$ cat config.mk
export PLATFORM = sky130hd
export DESIGN_NAME = serial_id_diag_memory
export DESIGN_NICKNAME = d
export VERILOG_FILES = /design/src/serial_id_diag_memory.v
export VERILOG_INCLUDE_DIRS = /design/src
export SDC_FILE = /design/constraint.sdc
export NUM_CORES = 1
export LEC_CHECK = 0
export BUFFER_PORTS_ARGS = -buffer_cell sky130_fd_sc_hd__buf_2
export CELL_PAD_IN_SITES_DETAIL_PLACEMENT = 0
export CELL_PAD_IN_SITES_GLOBAL_PLACEMENT = 1
export CORE_ASPECT_RATIO = 0.5
export CORE_MARGIN = 2
export CORE_UTILIZATION = 55
export DETAILED_ROUTE_END_ITERATION = 8
export PLACE_DENSITY_LB_ADDON = 0.1
export SYNTH_ARGS = -nofsm -noshare
export SYNTH_HDL_FRONTEND = slang
export SYNTH_SLANG_ARGS = --single-unit
$ cat constraint.sdc
create_clock -name core_clk_in -period 4.2 [get_ports core_clk_in]
set_input_delay 0.21 -clock core_clk_in [delete_from_list [all_inputs] [get_ports core_clk_in]]
set_output_delay 0.21 -clock core_clk_in [all_outputs]
set_load 0.01 [all_outputs]
$ cat src/serial_id_consts.vh
// constants for the module serial id and diagnostics memory target
`ifndef SERIAL_ID_CONSTS_VH
`define SERIAL_ID_CONSTS_VH

// ----------------------------------------------------------------------
// serial device address
// ----------------------------------------------------------------------
`define DIAG_DEV_ADDR   7'h51

// ----------------------------------------------------------------------
// diagnostics page map (byte offsets)
// ----------------------------------------------------------------------
`define THR_LAST        8'h37
`define CAL_LAST        8'h5F
`define RT_FIRST        8'h60
`define RT_TEMP_MSB     8'h60
`define RT_TEMP_LSB     8'h61
`define RT_VCC_MSB      8'h62
`define RT_VCC_LSB      8'h63
`define RT_BIAS_MSB     8'h64
`define RT_BIAS_LSB     8'h65
`define RT_TXPWR_MSB    8'h66
`define RT_TXPWR_LSB    8'h67
`define RT_RXPWR_MSB    8'h68
`define RT_RXPWR_LSB    8'h69
`define RT_STATUS       8'h6E
`define USER_FIRST      8'h80
`define USER_LAST       8'hF7

// ----------------------------------------------------------------------
// status byte field positions
// ----------------------------------------------------------------------
`define ST_PIN_DIS_BIT  7
`define ST_SOFT_DIS_BIT 6
`define ST_FAULT_BIT    2
`define ST_LOST_BIT     1
`define ST_READY_BIT    0

// ----------------------------------------------------------------------
// reset values and counts
// ----------------------------------------------------------------------
`define SOFT_DIS_RST    1'h0
`define BIT_CNT_LAST    3'h7
`define BYTE_IDX_DEV    2'h0
`define BYTE_IDX_WORD   2'h1
`define BYTE_IDX_DATA   2'h2

`endif

$ cat src/serial_id_diag_memory.v
// serial id and diagnostics memory target with module status pins
//
// Functional notes
// RULE1 - host alone drives the serial clock
// RULE2 - capture on clock rise, only unprotected bytes
// RULE3 - launch read data on clock fall
// RULE4 - host frames transfers with start and stop
// RULE5 - byte words, single or sequential access
// RULE6 - answer at seven-bit address 1010001
// RULE7 - bytes 0 to 55 hold thresholds
// RULE8 - 56-95 calibration, 96-119 live monitor values
// RULE9 - vendor, user-writable 128-247, vendor areas
// RULE10 - thresholds and calibration fixed at build
// RULE11 - host scales raw codes with calibration
// RULE12 - publish rx, tx power, bias, vcc, temp
// RULE13 - fault pin low normal, released on fault
// RULE14 - transmitter off when disable pin high
// RULE15 - presence line held at ground
// RULE16 - lost pin released high on lost signal
// RULE17 - soft disable write, status bits readable
// RULE18 - address advances per byte, wraps page
`timescale 1ns/100ps
`default_nettype none
`include "serial_id_consts.vh"

module serial_id_diag_memory #(
    // thresholds and calibration, byte n at bits [8n+7:8n]
    parameter [767:0] factory_image = 768'h0
) (
    input  wire        core_clk_in,       // 25 MHz core clock
    input  wire        reset_in,          // synchronous, active high
    input  wire        scl_in,            // serial clock from host
    input  wire        sda_in,            // serial data line level
    output wire        sda_out,           // level driven when enabled
    output reg         sda_oe_n_out,      // low pulls the data line
    input  wire        tx_disable_pin_in, // disable pin, pulled up
    input  wire        laser_fault_in,    // laser fault detector
    input  wire        signal_lost_in,    // receive signal detector
    input  wire [15:0] temp_code_in,      // raw temperature code
    input  wire [15:0] vcc_code_in,       // raw supply voltage code
    input  wire [15:0] bias_code_in,      // raw laser bias code
    input  wire [15:0] tx_power_code_in,  // raw tx power code
    input  wire [15:0] rx_power_code_in,  // raw rx power code
    output reg         laser_enable_out,  // high lets the laser emit
    output wire        fault_pin_out,     // level when enabled
    output reg         fault_oe_n_out,    // low pulls fault pin
    output wire        present_out,       // level when enabled
    output reg         present_oe_n_out,  // low grounds presence
    output wire        rx_signal_lost_flag_out,      // level driven
    output reg         rx_signal_lost_flag_oe_n_out  // low pulls pin
);

    // ------------------------------------------------------------------
    // state encoding
    // ------------------------------------------------------------------
    localparam [4:0] S_IDLE = 5'h01; // waiting for a start
    localparam [4:0] S_RXB  = 5'h02; // shifting a byte in
    localparam [4:0] S_ACK  = 5'h04; // driving our acknowledge
    localparam [4:0] S_TXB  = 5'h08; // shifting a byte out
    localparam [4:0] S_RACK = 5'h10; // sampling host acknowledge

    // ------------------------------------------------------------------
    // declarations
    // ------------------------------------------------------------------
    reg  [2:0] scl_sync;      // clock pin synchroniser and delay
    reg  [2:0] sda_sync;      // data pin synchroniser and delay
    reg  [1:0] dis_sync;      // disable pin synchroniser
    reg  [1:0] fault_sync;    // fault detector synchroniser
    reg  [1:0] lost_sync;     // lost detector synchroniser
    reg  [4:0] state;         // transfer state, one-hot
    reg  [2:0] bit_cnt;       // bit position within byte
    reg  [1:0] byte_idx;      // device, word address or data
    reg  [7:0] shift;         // byte shift register
    reg  [7:0] addr;          // page byte pointer
    reg        read_mode;     // current transfer is a read
    reg        host_nack;     // host declined more data
    reg        soft_dis;      // disable set over the serial link
    reg  [7:0] user_mem [0:119]; // user-writable storage
    reg  [7:0] rd_byte;       // byte at the pointer
    reg        wr_en;         // one-cycle store strobe
    reg  [7:0] wr_data;       // byte being stored
    reg  [7:0] wr_addr;       // page offset being stored
    wire       scl_rise;      // clock rising edge seen
    wire       scl_fall;      // clock falling edge seen
    wire       start_cond;    // data falls with clock high
    wire       stop_cond;     // data rises with clock high
    wire [7:0] rx_full;       // completed incoming byte
    wire [7:0] user_idx;      // pointer relative to user area
    wire       user_hit;      // pointer inside user area

    // ------------------------------------------------------------------
    // input synchronisers
    // ------------------------------------------------------------------
    // two flops per outside input; the third clock and data stage only
    // delays the clean copy for edge detection
    always @(posedge core_clk_in) begin
        if (reset_in) begin
            scl_sync   <= 3'h7;
            sda_sync   <= 3'h7;
            dis_sync   <= 2'h3;
            fault_sync <= 2'h0;
            lost_sync  <= 2'h0;
        end else begin
            scl_sync   <= {scl_sync[1:0], scl_in}; // see RULE1
            sda_sync   <= {sda_sync[1:0], sda_in};
            dis_sync   <= {dis_sync[0], tx_disable_pin_in};
            fault_sync <= {fault_sync[0], laser_fault_in};
            lost_sync  <= {lost_sync[0], signal_lost_in};
        end
    end

    // ------------------------------------------------------------------
    // edge and condition detection
    // ------------------------------------------------------------------
    assign scl_rise   = scl_sync[1] & ~scl_sync[2];
    assign scl_fall   = ~scl_sync[1] & scl_sync[2];
    // framing is seen only while the clock stays high, see RULE4
    assign start_cond = scl_sync[1] & scl_sync[2] &
                        ~sda_sync[1] & sda_sync[2];
    assign stop_cond  = scl_sync[1] & scl_sync[2] &
                        sda_sync[1] & ~sda_sync[2];
    assign rx_full    = {shift[6:0], sda_sync[1]};
    assign user_idx   = addr - `USER_FIRST;
    assign user_hit   = (addr >= `USER_FIRST) && (addr <= `USER_LAST);

    // ------------------------------------------------------------------
    // read multiplexer for the diagnostics page
    // ------------------------------------------------------------------
    always @* begin
        rd_byte = 8'h00; // vendor and unused bytes read zero
        if (addr <= `CAL_LAST) begin
            // factory thresholds and calibration, see RULE7
            // addr is below 96 here, so seven bits give the offset
            // see RULE10
            rd_byte = factory_image[{addr[6:0], 3'h0} +: 8]; // see RULE8
        end else if (user_hit) begin
            rd_byte = user_mem[user_idx[6:0]]; // see RULE9
        end else begin
            // live raw converter codes, see RULE11
            case (addr)
                `RT_TEMP_MSB:  rd_byte = temp_code_in[15:8]; // see RULE12
                `RT_TEMP_LSB:  rd_byte = temp_code_in[7:0];
                `RT_VCC_MSB:   rd_byte = vcc_code_in[15:8];
                `RT_VCC_LSB:   rd_byte = vcc_code_in[7:0];
                `RT_BIAS_MSB:  rd_byte = bias_code_in[15:8];
                `RT_BIAS_LSB:  rd_byte = bias_code_in[7:0];
                `RT_TXPWR_MSB: rd_byte = tx_power_code_in[15:8];
                `RT_TXPWR_LSB: rd_byte = tx_power_code_in[7:0];
                `RT_RXPWR_MSB: rd_byte = rx_power_code_in[15:8];
                `RT_RXPWR_LSB: rd_byte = rx_power_code_in[7:0];
                `RT_STATUS: begin
                    // readable module state, see RULE17
                    rd_byte[`ST_PIN_DIS_BIT]  = dis_sync[1];
                    rd_byte[`ST_SOFT_DIS_BIT] = soft_dis;
                    rd_byte[`ST_FAULT_BIT]    = fault_sync[1];
                    rd_byte[`ST_LOST_BIT]     = lost_sync[1];
                    rd_byte[`ST_READY_BIT]    = 1'b1;
                end
                default: rd_byte = 8'h00;
            endcase
        end
    end

    // ------------------------------------------------------------------
    // serial transfer engine
    // ------------------------------------------------------------------
    always @(posedge core_clk_in) begin
        if (reset_in) begin
            state        <= S_IDLE;
            bit_cnt      <= 3'h0;
            byte_idx     <= `BYTE_IDX_DEV;
            shift        <= 8'h00;
            addr         <= 8'h00;
            read_mode    <= 1'b0;
            host_nack    <= 1'b0;
            sda_oe_n_out <= 1'b1;
            wr_en        <= 1'b0;
            wr_data      <= 8'h00;
            wr_addr      <= 8'h00;
        end else begin
            wr_en <= 1'b0;
            if (start_cond) begin
                // start or repeated start: expect device address
                state        <= S_RXB;
                bit_cnt      <= 3'h0;
                byte_idx     <= `BYTE_IDX_DEV;
                sda_oe_n_out <= 1'b1;
            end else if (stop_cond) begin
                state        <= S_IDLE;
                sda_oe_n_out <= 1'b1;
            end else begin
                case (state)
                    S_IDLE: begin
                        sda_oe_n_out <= 1'b1;
                    end
                    S_RXB: begin
                        if (scl_rise) begin
                            shift   <= rx_full; // see RULE2
                            bit_cnt <= bit_cnt + 3'h1;
                            if (bit_cnt == `BIT_CNT_LAST) begin
                                if (byte_idx == `BYTE_IDX_DEV) begin
                                    read_mode <= rx_full[0];
                                    // foreign address: stay silent
                                    if (rx_full[7:1] != `DIAG_DEV_ADDR) begin
                                        state <= S_IDLE; // see RULE6
                                    end
                                end else if (byte_idx == `BYTE_IDX_WORD) begin
                                    addr <= rx_full; // see RULE5
                                end else begin
                                    // store request, then advance
                                    wr_en   <= 1'b1;
                                    wr_data <= rx_full;
                                    wr_addr <= addr;
                                    addr    <= addr + 8'h01; // see RULE18
                                end
                                if (byte_idx != `BYTE_IDX_DATA) begin
                                    byte_idx <= byte_idx + 2'h1;
                                end
                            end
                        end else if (scl_fall && bit_cnt == 3'h0 &&
                                     byte_idx != `BYTE_IDX_DEV) begin
                            // byte complete: acknowledge it
                            state        <= S_ACK;
                            sda_oe_n_out <= 1'b0;
                        end
                    end
                    S_ACK: begin
                        if (scl_fall) begin
                            bit_cnt <= 3'h0;
                            if (read_mode) begin
                                // first read byte leaves on this fall
                                state        <= S_TXB;
                                shift        <= rd_byte;
                                sda_oe_n_out <= rd_byte[7]; // see RULE3
                                addr         <= addr + 8'h01; // see RULE18
                            end else begin
                                state        <= S_RXB;
                                sda_oe_n_out <= 1'b1;
                            end
                        end
                    end
                    S_TXB: begin
                        if (scl_fall) begin
                            if (bit_cnt == `BIT_CNT_LAST) begin
                                // free the line for host acknowledge
                                state        <= S_RACK;
                                sda_oe_n_out <= 1'b1;
                            end else begin
                                shift        <= {shift[6:0], 1'b0};
                                sda_oe_n_out <= shift[6]; // see RULE3
                                bit_cnt      <= bit_cnt + 3'h1;
                            end
                        end
                    end
                    S_RACK: begin
                        if (scl_rise) begin
                            host_nack <= sda_sync[1];
                        end else if (scl_fall) begin
                            bit_cnt <= 3'h0;
                            if (!host_nack) begin
                                // sequential read continues, see RULE5
                                state        <= S_TXB;
                                shift        <= rd_byte;
                                sda_oe_n_out <= rd_byte[7]; // see RULE3
                                addr         <= addr + 8'h01; // see RULE18
                            end else begin
                                state <= S_IDLE;
                            end
                        end
                    end
                    default: begin
                        state        <= S_IDLE;
                        sda_oe_n_out <= 1'b1;
                    end
                endcase
            end
        end
    end

    // ------------------------------------------------------------------
    // store port: only unprotected bytes accept data
    // ------------------------------------------------------------------
    // user storage carries no reset, as a non-volatile store would
    always @(posedge core_clk_in) begin
        if (wr_en && wr_addr >= `USER_FIRST && wr_addr <= `USER_LAST) begin
            // user area starts at 128: low seven bits are the index
            user_mem[wr_addr[6:0]] <= wr_data; // see RULE2 see RULE9
        end
    end

    // soft disable bit of the status byte
    always @(posedge core_clk_in) begin
        if (reset_in) begin
            soft_dis <= `SOFT_DIS_RST;
        end else if (wr_en && wr_addr == `RT_STATUS) begin
            soft_dis <= wr_data[`ST_SOFT_DIS_BIT]; // see RULE17
        end
    end

    // ------------------------------------------------------------------
    // module status pins
    // ------------------------------------------------------------------
    // open-drain pins only ever pull low
    assign sda_out                 = 1'b0;
    assign fault_pin_out           = 1'b0;
    assign present_out             = 1'b0;
    assign rx_signal_lost_flag_out = 1'b0;

    always @(posedge core_clk_in) begin
        if (reset_in) begin
            laser_enable_out             <= 1'b0;
            fault_oe_n_out               <= 1'b0;
            present_oe_n_out             <= 1'b0;
            rx_signal_lost_flag_oe_n_out <= 1'b0;
        end else begin
            // pin or serial disable shuts the laser
            laser_enable_out <= ~(dis_sync[1] | soft_dis); // see RULE14
            // released pin floats high on a fault
            fault_oe_n_out   <= fault_sync[1]; // see RULE13
            present_oe_n_out <= 1'b0; // see RULE15
            rx_signal_lost_flag_oe_n_out <= lost_sync[1]; // see RULE16
        end
    end

endmodule // serial_id_diag_memory
`default_nettype wire

Word level (Yosys, flattened, before mapping). Memory sizes are Yosys's and may differ from the RTL's. Cells that the tools add are included.

ROM bits: 0. Memory bits (writable): 960. Word-level logic and storage cells: 183. Memories: 1. Register bits: 61. Bits in latches: 0. Output and inout bits: 9. Input port bits: 87.

Equal/unequal tests: 48. Div/mod/pow operators: 0. Reductions and logical operators: 24. Multiply operators: 0. Shifts and indexed selects: 1. Bitwise logic cells: 21. Mux-type cells: 58. $lt $le $gt $ge: 5. Add/subtract/negate cells: 4.

Memories: user_mem (depth 120, bits a word 8, read ports 1, clocked after Yosys merged registers in 0, write ports 1, RTL line serial_id_diag_memory.v:78) `reg [7:0] user_mem [0:119];`.

Operators by type and width (count): variable part select 768 x 11 -> 8 bit, first input constant (1); == test 8 x 7 -> 1 bit, second input constant (12); 2-to-1 mux 8 bit (11); 2-to-1 mux 7 bit (8); 2-to-1 mux 5 bit (10); case mux 3 bit (11 select lines) (1); case mux 3 bit (10 select lines) (1); != test 2 bit, second input constant (14); case mux 7 bit (4 select lines) (1); case mux 5 bit (5 select lines) (1); case mux 8 bit (3 select lines) (1); case mux 2 bit (11 select lines) (1); AND reduction 11 bit (2); != test 4 bit, second input constant (5); != test 5 bit, second input constant (4); AND reduction 10 bit (2); greater-or-equal comparator 8 bit, second input constant (2); less-or-equal comparator 8 bit, second input constant (2); 2-to-1 mux 3 bit (5); != test 3 bit, second input constant (5); AND reduction 7 bit (2); NOT 1 bit (13); 2-to-1 mux 1 bit (12); case mux 3 bit (4 select lines) (1); other kinds (30) (44).

Logic depth before layout (Yosys ltp). Gate-level depths: netlist of the first run.

Word-level depth: 9. Mapped depth: 13. Mapped depth without buffers: 9.

Worst setup path after synthesis of the first run. OpenSTA, ideal clock, no wires.

Path type: flip-flop to flip-flop. Start point: register with a tool-made name. End point: register shift[6]. Stages on the path, launching flop included: 12. Path buffers: 5. Required time: 4.084 ns. Slack: 1.608 ns. Setup time: 0.116 ns. Arrival: 2.476 ns. Clock period less this slack: 2.592 ns. Cells stage by stage: dfxtp_1 > buf_4 > buf_8 > buf_4 > buf_6 > buf_2 > mux4_2 > a22oi_1 > o211ai_1 > nand3_1 > o2111ai_1 > a31o_2.

RTL lines: end signal, assigned (RTL line serial_id_diag_memory.v:198) `shift <= rx_full;`; end signal, assigned (RTL line serial_id_diag_memory.v:233) `shift <= rd_byte;`; end signal, assigned (RTL line serial_id_diag_memory.v:249) `shift <= {shift[6:0], 1'b0};`; end, declared (RTL line serial_id_diag_memory.v:73) `reg [7:0] shift;`.

==> results of run 1 <==
worst max-delay path by stage:
stage | from | to | slack, ns | depth (start not counted)
CTS | flop | shift[5] | 0.47 | 8
global placement | flop | shift[5] | 0.54 | 8
global route | flop | shift[5] | 0.29 | 8
detailed placement | flop | shift[5] | 0.49 | 8
floorplan | flop | shift[6] | 1.61 | 11
finish | flop | shift[5] | 0.48 | 8
layout make-up:
class / instances / area [um^2] / share of cell area (%)
well taps: 1022 / 1280 / 2.74
flip-flops and latches: 1028 / 30200 / 64.8
multi-input cells: 1050 / 10300 / 22.1
inverters: 17 / 63.8 / 0.137
repair buffers: 257 / 1800 / 3.86
diodes: 1 / 2.50 / 0.00536
clock buffers: 96 / 2240 / 4.80
clock inverters: 67 / 731 / 1.57
state kept, by name, indices dropped and copies added (netlist names), named ones only:
| name | flops |
|---|---|
| bit_cnt | 3 |
| shift | 7 |
| addr | 8 |
| wr_en | 1 |
| scl_sync | 3 |
| host_nack | 1 |
| lost_sync | 2 |
| byte_idx | 2 |
| state | 5 |
| sda_sync | 3 |
| laser_enable_out | 1 |
| fault_sync | 2 |
| soft_dis | 1 |
| wr_addr | 8 |
| user_mem | 960 |
| rx_signal_lost_flag_oe_n_out | 1 |
| sda_oe_n_out | 1 |
| read_mode | 1 |
| dis_sync | 2 |
| wr_data | 8 |
| fault_oe_n_out | 1 |
metrics by stage:
stage,utilization (%),cells,instance area (um^2),setup WS [ns]
2_1_floorplan,-,2233,41400,1.61
3_3_place_gp,58.4,3369,43700,0.537
3_5_place_dp,58.4,3369,43700,0.491
4_1_cts,62.4,3537,46700,0.465
5_1_grt,62.4,3537,46700,0.294
6_report,62.4,3538,46700,0.477
power groups by stage:
stage	Sequential [W]	Clock, W	Combinational, W
2_1_floorplan	0.0113	0	0.0000567
3_3_place_gp	0.0113	0	0.000107
3_5_place_dp	0.0113	0	0.000108
4_1_cts	0.0110	0.00861	0.000112
5_1_grt	0.0110	0.00898	0.000122
6_report	0.0110	0.00848	0.000113
cells in the final DEF, fill, tap and decap left out, types with 13 or more instances in the layout:
master     Yosys  routed
a211oi_1      13      13
o21ai_0       34      34
buf_2         24      90
clkinv_2       0      19
dfxtp_1       68      55
nand2_1       85      85
edfxtp_1     960     960
bufinv_16      0      13
clkinv_1       2      17
mux4_2       240     240
o211ai_1      15      15
clkbuf_16      0      88
nor2_1       203     202
a21oi_1       51      51
buf_4         23     155
a22oi_1       19      19
mux2i_1       93      93
a221oi_1      35      35
inv_1         13      13
nor3_1        26      26
nand3_1       43      43
nor2b_1       21      20
a31oi_1       14      14
Yosys cell counts, types with 5 or more instances:
master / instances
mux4_2: 240
edfxtp_1: 960
clkbuf_1: 73
ha_1: 10
or2_2: 10
a31oi_1: 14
nand4_1: 5
buf_2: 24
o211ai_1: 15
dfxtp_1: 68
o2111ai_1: 5
a22oi_1: 19
nor2b_1: 21
a22o_1: 5
nor2_1: 203
a21oi_1: 51
o221ai_1: 6
o21ai_0: 34
a211oi_1: 13
inv_1: 13
a2111oi_0: 5
nand2_1: 85
nand2b_1: 9
buf_8: 9
or3_1: 5
nand3_1: 43
buf_4: 23
mux2i_1: 93
and2_1: 11
mux2_2: 8
o22ai_1: 7
a21o_1: 6
a221oi_1: 35
nor3_1: 26
buf_1: 5
and3_1: 9
layer usage:
layer / up-vias / GRT usage, % / part of all wire (%)
met5: - / 0 / 0.012
met4: 2 / 6.72 / 2.0
met3: 152 / 8.04 / 11
met2: 1190 / 41.3 / 44
met1: 11800 / 42.5 / 43
li1: 9497 / - / -
critical path, cell delays in order (launching register included):
cell,delay [ns]
dfxtp_4,0.80
buf_4,0.36
mux4_2,0.28
mux2i_1,0.09
a2111oi_0,1.15
a2111oi_0,0.18
buf_4,0.22
a311o_1,0.26
a211oi_1,0.24
cell families (layout without fill, tap and decap cells):
logic type | Yosys count | after routing | synth area share (%)
mux | 341 | 341 | 15.5
flops | 1028 | 1028 | 73.0
xor+xnor | 4 | 4 | 0.0848
simple gates | 435 | 435 | 4.68
fa+ha+maj | 10 | 10 | 0.303
compound gates | 255 | 255 | 4.33
buf+inv | 155 | 437 | 2.03
other cells | 1 | 6 | 0.00907
==> out/results.tsv, run 1 <==
metric	value	unit
root_buffer	clkbuf_16	
cts_sinks	1028	
switching_share	19.6	%
rsz0062_at_grt	false	
ir_worst_vdd	0.330	mV
r2r-end	shift[5]	
grt_pass1_wl	155000	um
totalWireLength	108000	um
drive_above_1_share	26.8	%
cts_buffer_depth	3	
synth_area	41300	um^2
io_pins	96	
drv_cap	0	
cp.arrival	4.31	ns
setup_viol	0	
io_buffers	90	
post_cts_buffers	0	
power.switching	0.00384	W
synthCells	2229	
p_comb_share	0.6	%
synth-main-ff-cell	edfxtp_1	
ys.warnings.count	0	
final.setup.tns	0	ns
synth_top_area_cell	edfxtp_1	
overflow	0	
yosys_register_bits	1028	
worst-setup-path-type	reg -> reg	
routedWlPerCell	30.4	um
finalCritPeriodShare	88.6	%
critPathMaxFanout	38	
rows	71	
drcViolationCount	0	
cts.repair.resized	0	
holdPathStages	3	
vias_per_cell	6.40	
fmax	269	MHz
synthArstFlopShare	0	%
min_path_type	in -> reg	
clk_transition_reported_paths	0.07	ns
clk_latency	0.67	ns
dieArea	77500	um^2
die_h	198	um
skew	0.0199	ns
hold_violations	0	
synth-seq-area-share	73.0	%
synth.top_cell.area_share	69.7	%
cp-end-kind	flop	
min_to	wr_data[7]	
p_int	0.0158	W
tightest_slew	1.29	ns
ant_nets	0	
synth_edf_count	960	
core	74800	um^2
grt_pass1_vias	22100	
synth_area_leaders	edfxtp_1 (70%), mux4_2 (13%), dfxtp_1 (3.3%)	
required	4.78	ns
drtPass1Iterations	7	
track_usage	28.2	%
powerDensity	420	nW/um^2
place_congestion	0.879	
crit_path_start_kind	flop	
ctsHoldBuffers	5	
worstHoldStart	reset_in	
synth.avg_cell_area	18.5	um^2
r2r_setup_slack	0.48	ns
dp_hpwl	69000	um
antenna_found_initial	3	
grt_max_degree	89	
synth.distinct_cells	70	
syn_to_final_growth	12.9	%
status	complete, no violations	
p_total	0.0196	W
cts_tree	done	
fillCellCount	5316	
vias	22700	
r2r_cells	8	
htree_levels	3	
start_util	55.3	%
drt-initial-drc-count	2719	
hold-worst-slack	0.172	ns
clkPwrFrac	43.2	%
p_leak	14.9	nW
die_x	392	um
power_frac_seq	56.2	%
slew-limit-headroom	11.6	%
fin_crit	3.72	ns
numCtsBuffers	88	
fin_nets	2539	
slew_viol_final	0	
Power figures use the tool's default switching activity.
==> inputs of run 2 (changes only) <==
--- a/config.mk
+++ b/config.mk
@@ -12,6 +12,7 @@
 export CORE_ASPECT_RATIO = 0.5
 export CORE_MARGIN = 2
 export CORE_UTILIZATION = 55
+export CTS_BUF_LIST = sky130_fd_sc_hd__clkbuf_4
 export DETAILED_ROUTE_END_ITERATION = 8
 export PLACE_DENSITY_LB_ADDON = 0.1
 export SYNTH_ARGS = -nofsm -noshare
==> out/results.tsv, run 2 (synthesis gave the netlist of run 1 again) <==
metric	value	unit
status	complete, no violations	
post_cts_buffers	0	
dieArea	77500	um^2
overflow	0	
hold-worst-slack	0.115	ns
ir_worst_vdd	0.291	mV
cts.repair.resized	0	
die_x	392	um
min_path_type	in -> reg	
drt-initial-drc-count	2791	
worst-setup-path-type	reg -> reg	
dp_hpwl	69000	um
fillCellCount	5429	
p_leak	15.3	nW
final.setup.tns	0	ns
core	74800	um^2
vias	23400	
drv_cap	0	
fmax	263	MHz
final_util	62.6	%
rows	71	
numCtsBuffers	216	
cp-end-kind	flop	
io_buffers	90	
crit_path_start_kind	flop	
final_cell_mix	edfxtp_1 (960), clkbuf_4 (335), mux4_2 (240)	
routedWlPerCell	28.9	um
dpl_worst_slack	0.491	ns
grt_max_degree	89	
htree_levels	4	
cp.arrival	4.71	ns
syn_to_final_growth	13.3	%
place_congestion	0.879	
cts_tree	done	
vias_per_cell	6.17	
totalWireLength	109000	um
slew-limit-headroom	7.19	%
p_total	0.0189	W
drive_above_1_share	32.1	%
finalCritPeriodShare	90.6	%
drtPass1Iterations	7	
powerDensity	403	nW/um^2
hold_violations	0	
fin_crit	3.81	ns
grt_pass1_vias	23100	
mostFrequentLayoutCell	edfxtp_1	
largest_reg_flops	960	
rsz0062_at_grt	false	
io_pins	96	
ctsHoldBuffers	31	
skew	0.0664	ns
root_buffer	clkbuf_4	
setup_viol	0	
required	5.10	ns
drcViolationCount	0	
start_util	55.3	%
ant_nets	0	
antenna_found_initial	3	
track_usage	28.8	%
grt_pass1_wl	157000	um
critPathMaxFanout	16	
fin_nets	2693	
clk_latency	1.05	ns
tightest_slew	1.36	ns
cts_buffer_depth	3	
slew_viol_final	0	
cts_sinks	1028	
fin_ws	0.393	ns
clk_transition_reported_paths	0.08	ns
die_h	198	um
==> run 2: cell types whose count changed in the layout (fill, tap and decap cells not counted), sizes merged <==
cell,delta
diode,+5
dlygate4sd3,+26
bufinv,-8
clkbuf,+239
clkinv,-6
clkinvlp,-2
inv,-3
==> run 2: layout make-up <==
class	count	area, um^2	area share (%)
Clock buffer	335	2510	5.37
Sequential cell	1028	30200	64.5
Inverter	17	63.8	0.136
Multi-Input combinational cell	1050	10300	22.1
Tap cell	1022	1280	2.73
Timing Repair Buffer	283	2060	4.41
Clock inverter	48	335	0.716
Antenna cell	6	15.0	0.0321
==> run 2: per-layer routing <==
metal / GRT usage, % / up-vias / part of all wire, %
li1: - / 9945 / -
met1: 41.6 / 11900 / 42
met2: 40.7 / 1337 / 43
met3: 11.6 / 172 / 13
met4: 7.82 / 0 / 2.2
met5: 0 / - / 0
==> run 2: through the flow <==
stage          cells  cell area, um^2
3_5_place_dp    3369            43700
5_1_grt         3788            46800
3_3_place_gp    3369            43700
2_1_floorplan   2233            41400
6_report        3789            46800
4_1_cts         3783            46800
==> run 2: worst paths after layout <==
path	cells after the start	startpoint	slack [ns]	end
worst max-delay path	9	addr[4]	0.39	sda_oe_n_out
worst min-delay path	6	temp_code_in[14]	0.11	shift[6]
worst max register to register	9	addr[4]	0.39	sda_oe_n_out
worst min register to register	1	dis_sync[1]	0.44	laser_enable_out
==> run 2: where the power goes <==
| group | switching [W] | total [W] | internal (W) |
|---|---|---|---|
| Combinational | 0.0000598 | 0.000125 | 0.0000656 |
| Sequential | 0.0000113 | 0.0110 | 0.0110 |
| Clock | 0.00382 | 0.00774 | 0.00391 |
==> run 2: worst max-delay path, cell delays in order (launching register included) <==
cell and delay (ns):
dfxtp_1 0.47, and4bb_2 0.33, and2_1 0.39, a221oi_1 0.35
o21ai_0 0.12, dlygate4sd3_1 0.57, a211oi_1 0.37, dlygate4sd3_1 0.70
nor4_1 0.08, a211o_1 0.31
